==> config.mk <==
export PLATFORM = sky130hd
export DESIGN_NAME = csad_top
export DESIGN_NICKNAME = d
export VERILOG_FILES = /design/src/pkg/csad_pkg.sv /design/src/hdl/csad_chan.sv /design/src/hdl/csad_ahb.sv /design/src/hdl/csad_top.sv
export SDC_FILE = /design/constraint.sdc
export NUM_CORES = 2
export LEC_CHECK = 0
export BUFFER_PORTS_ARGS = -buffer_cell sky130_fd_sc_hd__buf_4
export CORE_ASPECT_RATIO = 1.4
export CORE_MARGIN = 10
export CORE_UTILIZATION = 50
export DETAILED_ROUTE_END_ITERATION = 6
export PLACE_DENSITY = 0.65
export SLEW_MARGIN = 20
export SYNTH_ARGS = -nofsm -noshare
export SYNTH_HDL_FRONTEND = slang
export SYNTH_SLANG_ARGS = --single-unit
==> constraint.sdc <==
create_clock -name sys_clk_i -period 6.05 [get_ports sys_clk_i]
set_input_delay 0.3025 -clock sys_clk_i [delete_from_list [all_inputs] [get_ports sys_clk_i]]
set_output_delay 0.3025 -clock sys_clk_i [all_outputs]
set_load 0.01 [all_outputs]
==> src/pkg/csad_pkg.sv <==
package csad_pkg;
  localparam int NUM_CS = 12;
  localparam int ADDR_W = 24;
  localparam int REG_W = 16;
  localparam int BUS_W = 32;
  localparam int DEC_W = 8;

  // Byte offsets on the register bus
  localparam logic [DEC_W-1:0] BASE_OFS = 8'h00;
  localparam logic [DEC_W-1:0] OPT_OFS = 8'h40;
  localparam logic [DEC_W-1:0] PIN_OFS = 8'h80;
  localparam logic [DEC_W-1:0] STAT_OFS = 8'h84;

  // Base register layout
  localparam int BLK_LSB = 0;
  localparam int BLK_W = 3;
  localparam int BASE_FLD_LSB = 3;
  localparam int ADDR_FLD_LSB = 11;

  // Option register layout
  localparam int OPT_EN_BIT = 15;
  localparam int OPT_WAIT_LSB = 0;
  localparam int OPT_WAIT_W = 4;

  // Pin assignment register layout
  localparam int PIN_SIZE_ACK_BIT = 0;

  localparam logic [REG_W-1:0] BOOT_BASE_RST = 16'h0007;
  localparam logic [REG_W-1:0] BOOT_OPT_RST = 16'h800D;
  localparam logic [REG_W-1:0] CS_BASE_RST = 16'h0000;
  localparam logic [REG_W-1:0] CS_OPT_RST = 16'h0000;
  localparam logic [REG_W-1:0] PIN_RST = 16'h0001;

  localparam logic [REG_W-1:0] BASE_INV_LO = 16'h0800;
  localparam logic [REG_W-1:0] BASE_INV_HI = 16'hF7FF;
  localparam logic [ADDR_W-1:0] ADDR_INV_LO = 24'h080000;
  localparam logic [ADDR_W-1:0] ADDR_INV_HI = 24'hF7FFFF;

  localparam logic [1:0] HTRANS_NONSEQ = 2'h2;
  localparam logic [1:0] HTRANS_SEQ = 2'h3;

  // Lowest compared address line for each block size code
  function automatic logic [4:0] blk_low_line(input logic [BLK_W-1:0] code);
    logic [4:0] r;
    r = 5'h0B;
    case (code)
      3'h0: r = 5'h0B;
      3'h1: r = 5'h0D;
      3'h2: r = 5'h0E;
      3'h3: r = 5'h10;
      3'h4: r = 5'h11;
      3'h5: r = 5'h12;
      3'h6: r = 5'h13;
      3'h7: r = 5'h14;
      default: r = 5'h0B;
    endcase
    return r;
  endfunction
endpackage

==> src/hdl/csad_chan.sv <==
module csad_chan #(
  parameter logic [csad_pkg::REG_W-1:0] BASE_RST = csad_pkg::CS_BASE_RST,
  parameter logic [csad_pkg::REG_W-1:0] OPT_RST = csad_pkg::CS_OPT_RST
) (
  input wire logic sys_clk_i,
  input wire logic rst_i,
  input wire logic ce_i,
  input wire logic base_we_i,
  input wire logic opt_we_i,
  input wire logic [csad_pkg::REG_W-1:0] wdata_i,
  input wire logic acc_valid_i,
  input wire logic [csad_pkg::ADDR_W-1:0] acc_addr_i,
  output logic [csad_pkg::REG_W-1:0] base_o,
  output logic [csad_pkg::REG_W-1:0] opt_o,
  output logic select_n_o,
  output logic term_o
);
  import csad_pkg::*;

  logic [REG_W-1:0] base_r, base_nxt, opt_r, opt_nxt;
  logic [OPT_WAIT_W-1:0] cnt_r, cnt_nxt;
  logic done_r, done_nxt, sel_n_r, sel_n_nxt, term_r, term_nxt;
  logic [ADDR_W-1:0] mask, base_addr;
  logic base_ok, addr_ok, hit;

  always_comb begin
    // Only lines above the block size take part in the compare
    mask = ~((24'h000001 << blk_low_line(base_r[BLK_LSB +: BLK_W])) - 24'h000001);
    base_addr = {base_r[REG_W-1:BASE_FLD_LSB], 11'h000};
    base_ok = (base_r < BASE_INV_LO) || (base_r > BASE_INV_HI);
    addr_ok = (acc_addr_i < ADDR_INV_LO) || (acc_addr_i > ADDR_INV_HI);
    // Masked low base bits make a misaligned base fall to the lower block
    hit = acc_valid_i && opt_r[OPT_EN_BIT] && base_ok && addr_ok
        && (((acc_addr_i ^ base_addr) & mask) == 24'h000000);
  end

  always_comb begin
    base_nxt = base_we_i ? wdata_i : base_r;
    opt_nxt = opt_we_i ? wdata_i : opt_r;
    sel_n_nxt = ~hit;
    cnt_nxt = cnt_r;
    done_nxt = done_r;
    term_nxt = 1'b0;
    if (!acc_valid_i) begin
      cnt_nxt = '0;
      done_nxt = 1'b0;
    end else if (hit && !done_r) begin
      if (cnt_r == opt_r[OPT_WAIT_LSB +: OPT_WAIT_W]) begin
        term_nxt = 1'b1;
        done_nxt = 1'b1;
      end else begin
        cnt_nxt = cnt_r + 4'h1;
      end
    end
  end

  always_ff @(posedge sys_clk_i) begin
    if (rst_i) begin
      base_r <= BASE_RST;
      opt_r <= OPT_RST;
      cnt_r <= '0;
      done_r <= 1'b0;
      sel_n_r <= 1'b1;
      term_r <= 1'b0;
    end else if (ce_i) begin
      base_r <= base_nxt;
      opt_r <= opt_nxt;
      cnt_r <= cnt_nxt;
      done_r <= done_nxt;
      sel_n_r <= sel_n_nxt;
      term_r <= term_nxt;
    end
  end

  assign base_o = base_r;
  assign opt_o = opt_r;
  assign select_n_o = sel_n_r;
  assign term_o = term_r;
endmodule

==> src/hdl/csad_ahb.sv <==
module csad_ahb (
  input wire logic sys_clk_i,
  input wire logic rst_i,
  input wire logic ce_i,
  input wire logic hsel_i,
  input wire logic [31:0] haddr_i,
  input wire logic [1:0] htrans_i,
  input wire logic hwrite_i,
  input wire logic [2:0] hsize_i,
  input wire logic [31:0] hwdata_i,
  input wire logic hready_i,
  output logic [31:0] hrdata_o,
  output logic hreadyout_o,
  output logic hresp_o,
  output logic [csad_pkg::DEC_W-1:0] rd_addr_o,
  input wire logic [csad_pkg::REG_W-1:0] rd_value_i,
  output logic wr_en_o,
  output logic [csad_pkg::DEC_W-1:0] wr_addr_o,
  output logic [csad_pkg::REG_W-1:0] wr_data_o
);
  import csad_pkg::*;

  logic wpend_r, wpend_nxt;
  logic [DEC_W-1:0] waddr_r, waddr_nxt;
  logic [31:0] rdata_r, rdata_nxt;
  logic take, ahb_rd;

  always_comb begin
    take = hsel_i && hready_i && (htrans_i == HTRANS_NONSEQ || htrans_i == HTRANS_SEQ);
    ahb_rd = take && !hwrite_i;
    wpend_nxt = take && hwrite_i;
    waddr_nxt = take ? haddr_i[DEC_W-1:0] : waddr_r;
    rdata_nxt = rdata_r;
    if (ahb_rd) begin
      // A write still in its data phase to the same word is forwarded
      if (wpend_r && waddr_r == haddr_i[DEC_W-1:0]) begin
        rdata_nxt = {16'h0000, hwdata_i[REG_W-1:0]};
      end else begin
        rdata_nxt = {16'h0000, rd_value_i};
      end
    end
  end

  always_ff @(posedge sys_clk_i) begin
    if (rst_i) begin
      wpend_r <= 1'b0;
      waddr_r <= '0;
      rdata_r <= '0;
    end else if (ce_i) begin
      wpend_r <= wpend_nxt;
      waddr_r <= waddr_nxt;
      rdata_r <= rdata_nxt;
    end
  end

  // A frozen block stretches the data phase rather than losing a write
  assign hreadyout_o = ce_i;
  assign hresp_o = 1'b0;
  assign hrdata_o = rdata_r;
  assign rd_addr_o = haddr_i[DEC_W-1:0];
  assign wr_en_o = wpend_r && ce_i;
  assign wr_addr_o = waddr_r;
  assign wr_data_o = hwdata_i[REG_W-1:0];
endmodule

==> src/hdl/csad_top.sv <==
module csad_top (
  input wire logic sys_clk_i,
  input wire logic rst_i,
  input wire logic ce_i,
  input wire logic hsel_i,
  input wire logic [31:0] haddr_i,
  input wire logic [1:0] htrans_i,
  input wire logic hwrite_i,
  input wire logic [2:0] hsize_i,
  input wire logic [31:0] hwdata_i,
  input wire logic hready_i,
  output logic [31:0] hrdata_o,
  output logic hreadyout_o,
  output logic hresp_o,
  input wire logic acc_valid_i,
  input wire logic [csad_pkg::ADDR_W-1:0] acc_addr_i,
  output logic [csad_pkg::NUM_CS-1:0] select_n_o,
  output logic cycle_term_o,
  input wire logic reset_config_line_eight_i,
  output logic size_ack_bus_mode_o
);
  import csad_pkg::*;

  logic [DEC_W-1:0] rd_addr, wr_addr;
  logic [REG_W-1:0] rd_value, wr_data, pin_r, pin_nxt;
  logic wr_en, strap_r, strap_nxt, ended_r, ended_nxt, cterm;
  logic [REG_W-1:0] base_v [NUM_CS];
  logic [REG_W-1:0] opt_v [NUM_CS];
  logic [NUM_CS-1:0] term_v, base_we, opt_we;

  csad_ahb u_ahb (
    .sys_clk_i(sys_clk_i),
    .rst_i(rst_i),
    .ce_i(ce_i),
    .hsel_i(hsel_i),
    .haddr_i(haddr_i),
    .htrans_i(htrans_i),
    .hwrite_i(hwrite_i),
    .hsize_i(hsize_i),
    .hwdata_i(hwdata_i),
    .hready_i(hready_i),
    .hrdata_o(hrdata_o),
    .hreadyout_o(hreadyout_o),
    .hresp_o(hresp_o),
    .rd_addr_o(rd_addr),
    .rd_value_i(rd_value),
    .wr_en_o(wr_en),
    .wr_addr_o(wr_addr),
    .wr_data_o(wr_data)
  );

  // Index 0 is the boot select, 1..11 the numbered selects; all match concurrently
  for (genvar i = 0; i < NUM_CS; i++) begin : g_cs
    assign base_we[i] = wr_en && (wr_addr == BASE_OFS + DEC_W'(4 * i));
    assign opt_we[i] = wr_en && (wr_addr == OPT_OFS + DEC_W'(4 * i));
    csad_chan #(
      .BASE_RST(i == 0 ? BOOT_BASE_RST : CS_BASE_RST),
      .OPT_RST(i == 0 ? BOOT_OPT_RST : CS_OPT_RST)
    ) u_chan (
      .sys_clk_i(sys_clk_i),
      .rst_i(rst_i),
      .ce_i(ce_i),
      .base_we_i(base_we[i]),
      .opt_we_i(opt_we[i]),
      .wdata_i(wr_data),
      .acc_valid_i(acc_valid_i),
      .acc_addr_i(acc_addr_i),
      .base_o(base_v[i]),
      .opt_o(opt_v[i]),
      .select_n_o(select_n_o[i]),
      .term_o(term_v[i])
    );
  end

  always_comb begin
    rd_value = '0;
    for (int i = 0; i < NUM_CS; i++) begin
      if (rd_addr == BASE_OFS + DEC_W'(4 * i)) begin
        rd_value = base_v[i];
      end
      if (rd_addr == OPT_OFS + DEC_W'(4 * i)) begin
        rd_value = opt_v[i];
      end
    end
    if (rd_addr == PIN_OFS) begin
      rd_value = pin_r;
    end
    if (rd_addr == STAT_OFS) begin
      rd_value = REG_W'(~select_n_o);
    end
  end

  // Strap is caught on the first enabled edge after reset release
  always_comb begin
    strap_nxt = 1'b0;
    pin_nxt = pin_r;
    if (strap_r) begin
      pin_nxt[PIN_SIZE_ACK_BIT] = reset_config_line_eight_i;
    end
    if (wr_en && wr_addr == PIN_OFS) begin
      pin_nxt = wr_data;
    end
  end

  // First termination ends the cycle; later ones in the same cycle are dropped.
  // Passed on without a register so no extra wait state is added.
  always_comb begin
    cterm = |term_v && !ended_r;
    ended_nxt = ended_r;
    if (!acc_valid_i) begin
      ended_nxt = 1'b0;
    end else if (cterm) begin
      ended_nxt = 1'b1;
    end
  end

  always_ff @(posedge sys_clk_i) begin
    if (rst_i) begin
      strap_r <= 1'b1;
      pin_r <= PIN_RST;
      ended_r <= 1'b0;
    end else if (ce_i) begin
      strap_r <= strap_nxt;
      pin_r <= pin_nxt;
      ended_r <= ended_nxt;
    end
  end

  assign cycle_term_o = cterm;
  assign size_ack_bus_mode_o = pin_r[PIN_SIZE_ACK_BIT];
endmodule

==> flow_summary_export.csv <==
group,metric,value,unit
logic_synthesis,synth_top_area_frac,0.333,
finish,multiInputGateArea,0.0211,mm²
critical_path,crit_path_end_kind,"flop",
timing,fmax,211,MHz
cts,cts_tree,"yes",
route,drt_iter0_drc,5124,
critical_path,required,6.64,ns
finish,n_fill_cell,6611,
floorplan,rows,113,
floorplan,ios,149,
place,gp_congestion,1.03,
hold_path,holdCritPathClass,"in -> reg",
global_routing,grt.total_usage,0.373,
logic_synthesis,avgSynthCellArea,7.33,µm²
logic_synthesis,synth_most_common_cell,"nand2_1",
timing,fin_crit_sh,0.784,
floorplan,dieArea,0.0797,mm²
global_routing,grt_pass1_wl,222,mm
pwr,power_frac_comb,0.078,
floorplan,core,0.0680,mm²
timing,slew_headroom,0.131,
place,port_buffers,87,
hold_path,hold_depth,3,
global_routing,overflow,0,
timing,worstMarginPinSlew,1.30,ns
cts,cts_made_buffers,59,
logic_synthesis,netlist_top_cells_area,"dfxtp_1, nand2_1, a21oi_1",
global_routing,grt_max_degree,149,
cts,clock_latency,0.68,ns
route,via_per_inst,6.69,
logic_synthesis,synthFlopType,"dfxtp_1",
logic_synthesis,synth.cell_area,0.0343,mm²
pwr,switching_power,0.00224,W
route,drc,0,
global_routing,top_usage_layer,"met2",
timing,rsz0062_at_grt,"no",
timing,tns,0,ns
logic_synthesis,synth_edf_count,0,
cts,ctsLongestPathBuffers,3,
pwr,pwr-share-seq,0.445,
finish,seqCellArea,0.0114,mm²
cts,clk_pin_slew,0.06,ns
logic_synthesis,yosysWarnings,0,
global_routing,use_met2,0.541,
critical_path,critPathMaxFanout,19,
logic_synthesis,ys_ff_latch,571,
job,max_cap_violations,0,
route,wl_per_cell,28.4,µm
pwr,p_sw_frac,0.264,
global_routing,met1_usage,0.456,
place,hpwlAfterDp,104,mm
global_routing,grt_antenna_before_repair,10,
logic_synthesis,synth_top_area_cell,"dfxtp_1",
finish,final_cells,5466,
logic_synthesis,yosys-top-cells-count,"nand2_1, dfxtp_1, a21oi_1",
cts,cts_resized,0,
logic_synthesis,ys_async_sr_fraction,0,
logic_synthesis,ys_seq_area_frac,0.333,
floorplan,die_x,241,µm
cts,root_buffer,"clkbuf_16",
floorplan,initial_core_util,0.505,
route,drtPass1Iterations,7,
place,dp_slack,1.43,ns
run_status,status,"finished clean",
global_routing,met3_usage,0.110,
finish,fin_nets,4636,
floorplan,die_h,330,µm
timing,final.setup.worst_slack,1.30,ns
finish,areaGrowthSynthToFinish,8.60,%
cts,htree_levels,2,
critical_path,path_class,"reg -> reg",
global_routing,grt_pass1_vias,32400,
route,wl,155,mm
critical_path,r2r.worst_path.cells,11,
timing,hold_violations,0,
finish,drive_gt1_frac,0.0780,
critical_path,worstPathArrival,5.33,ns
pwr,vdd.ir_drop.worst,0.000240,V
timing,slew_viol_final,0,
critical_path,startpoint_type,"flop",
pwr,power.internal,0.00624,W
cts,clock-sinks,571,
route,antenna_left,0,
pwr,clockPowerShare,0.477,
place,dp_cells,5343,
timing,clock_skew,0.0341,ns
timing,setup_viol,0,
logic_synthesis,synth_cells,4686,
pwr,cellPowerDensity,227,mW/mm²
pwr,power.leakage,13.5,nW
route,via_count,36600,
timing,period_needed,4.75,ns
logic_synthesis,synth_cell_types,86,
final timing paths:
check                               from                       to  slack [ns]
setup / recovery                    flop  g_cs[4].u_chan.cnt_r[3]        1.30
hold / removal                haddr_i[1]       u_ahb.wr_addr_o[1]        0.04
setup reg to reg                    flop  g_cs[4].u_chan.cnt_r[3]        1.30
hold reg to reg   g_cs[11].u_chan.term_o   g_cs[11].u_chan.term_o        0.44
stage by stage:
stage                     power, W  hold WS (ns)  utilization  area (µm²)
final                      0.00848        0.0424        0.548       37300
after global routing       0.00859        0.0434        0.548       37300
after CTS                  0.00842        0.0132        0.548       37200
after detailed placement   0.00447         0.430        0.517       35100
after global placement     0.00447         0.425        0.517       35100
after floorplan            0.00417         0.416            -       34400
worst max-delay path, stage by stage, from the launching register on:
cell       delay [ns]
dfxtp_1          0.49
nor3_1           0.71
nand3_1          0.16
ha_1             0.41
nor3_1           0.61
nor2_1           0.07
o311ai_0         0.33
o2111ai_1        0.23
or4b_1           0.54
or4b_1           0.63
or3_1            0.35
a21oi_1          0.14
kinds of logic (layout without fill, tap and decap cells):
kind of cell / Yosys count / count (layout) / synth area share
AOI/OAI and AO/OA: 1304 / 1304 / 0.238
xor gates and xnor gates: 222 / 222 / 0.0566
adders and majority gates: 49 / 49 / 0.0178
buffers and inverters: 502 / 336 / 0.0585
DFF: 571 / 571 / 0.333
muxes: 128 / 128 / 0.0387
other: 1 / 27 / 0.000109
and+or+nand+nor: 1909 / 1909 / 0.258
per-layer routing:
metal | vias to the layer above | share of wire
li1 | 16300 | -
met1 | 17200 | 0.36
met2 | 2504 | 0.42
met3 | 645 | 0.13
met4 | 6 | 0.093
met5 | - | 0.00025
layout make-up:
type                    instances  area share
flip-flops and latches        571       0.307
clock buffers                  83      0.0455
multi-input cells            3629       0.566
well taps                     920      0.0309
clock inverters                27      0.0104
diodes                         10    0.000671
inverters                      65     0.00654
repair buffers                161      0.0335
power by group through the flow:
stage                     sequential, W  clock [W]  combinational, W
final                           0.00377    0.00405          0.000661
after global routing            0.00377    0.00416          0.000655
after CTS                       0.00377    0.00403          0.000620
after detailed placement        0.00386          0          0.000617
after global placement          0.00386          0          0.000617
after floorplan                 0.00385          0          0.000321
cell usage in the layout (no fill, tap or decap), types with 27 or more instances in the layout:
| master | instances |
|---|---|
| a211oi_1 | 38 |
| inv_1 | 65 |
| mux2i_1 | 108 |
| nand2b_1 | 40 |
| a31oi_1 | 41 |
| and2_1 | 32 |
| buf_4 | 155 |
| a221oi_1 | 39 |
| a22oi_1 | 54 |
| or4_1 | 36 |
| o21ai_0 | 203 |
| xnor2_1 | 92 |
| dfxtp_1 | 571 |
| xor2_1 | 130 |
| nand2_1 | 918 |
| clkbuf_16 | 59 |
| nand3_1 | 185 |
| o221ai_1 | 27 |
| o22ai_1 | 61 |
| ha_1 | 48 |
| nand4_1 | 52 |
| nor4_1 | 59 |
| o211ai_1 | 37 |
| nor2_1 | 297 |
| nor3_1 | 81 |
| a21oi_1 | 549 |
repair_timing:
action,CTS,global route
hold buffers,3,0
endpoints found under the hold margin,12,0
setup buffers,0,0
No activity file was read; power rests on OpenSTA's default activity.
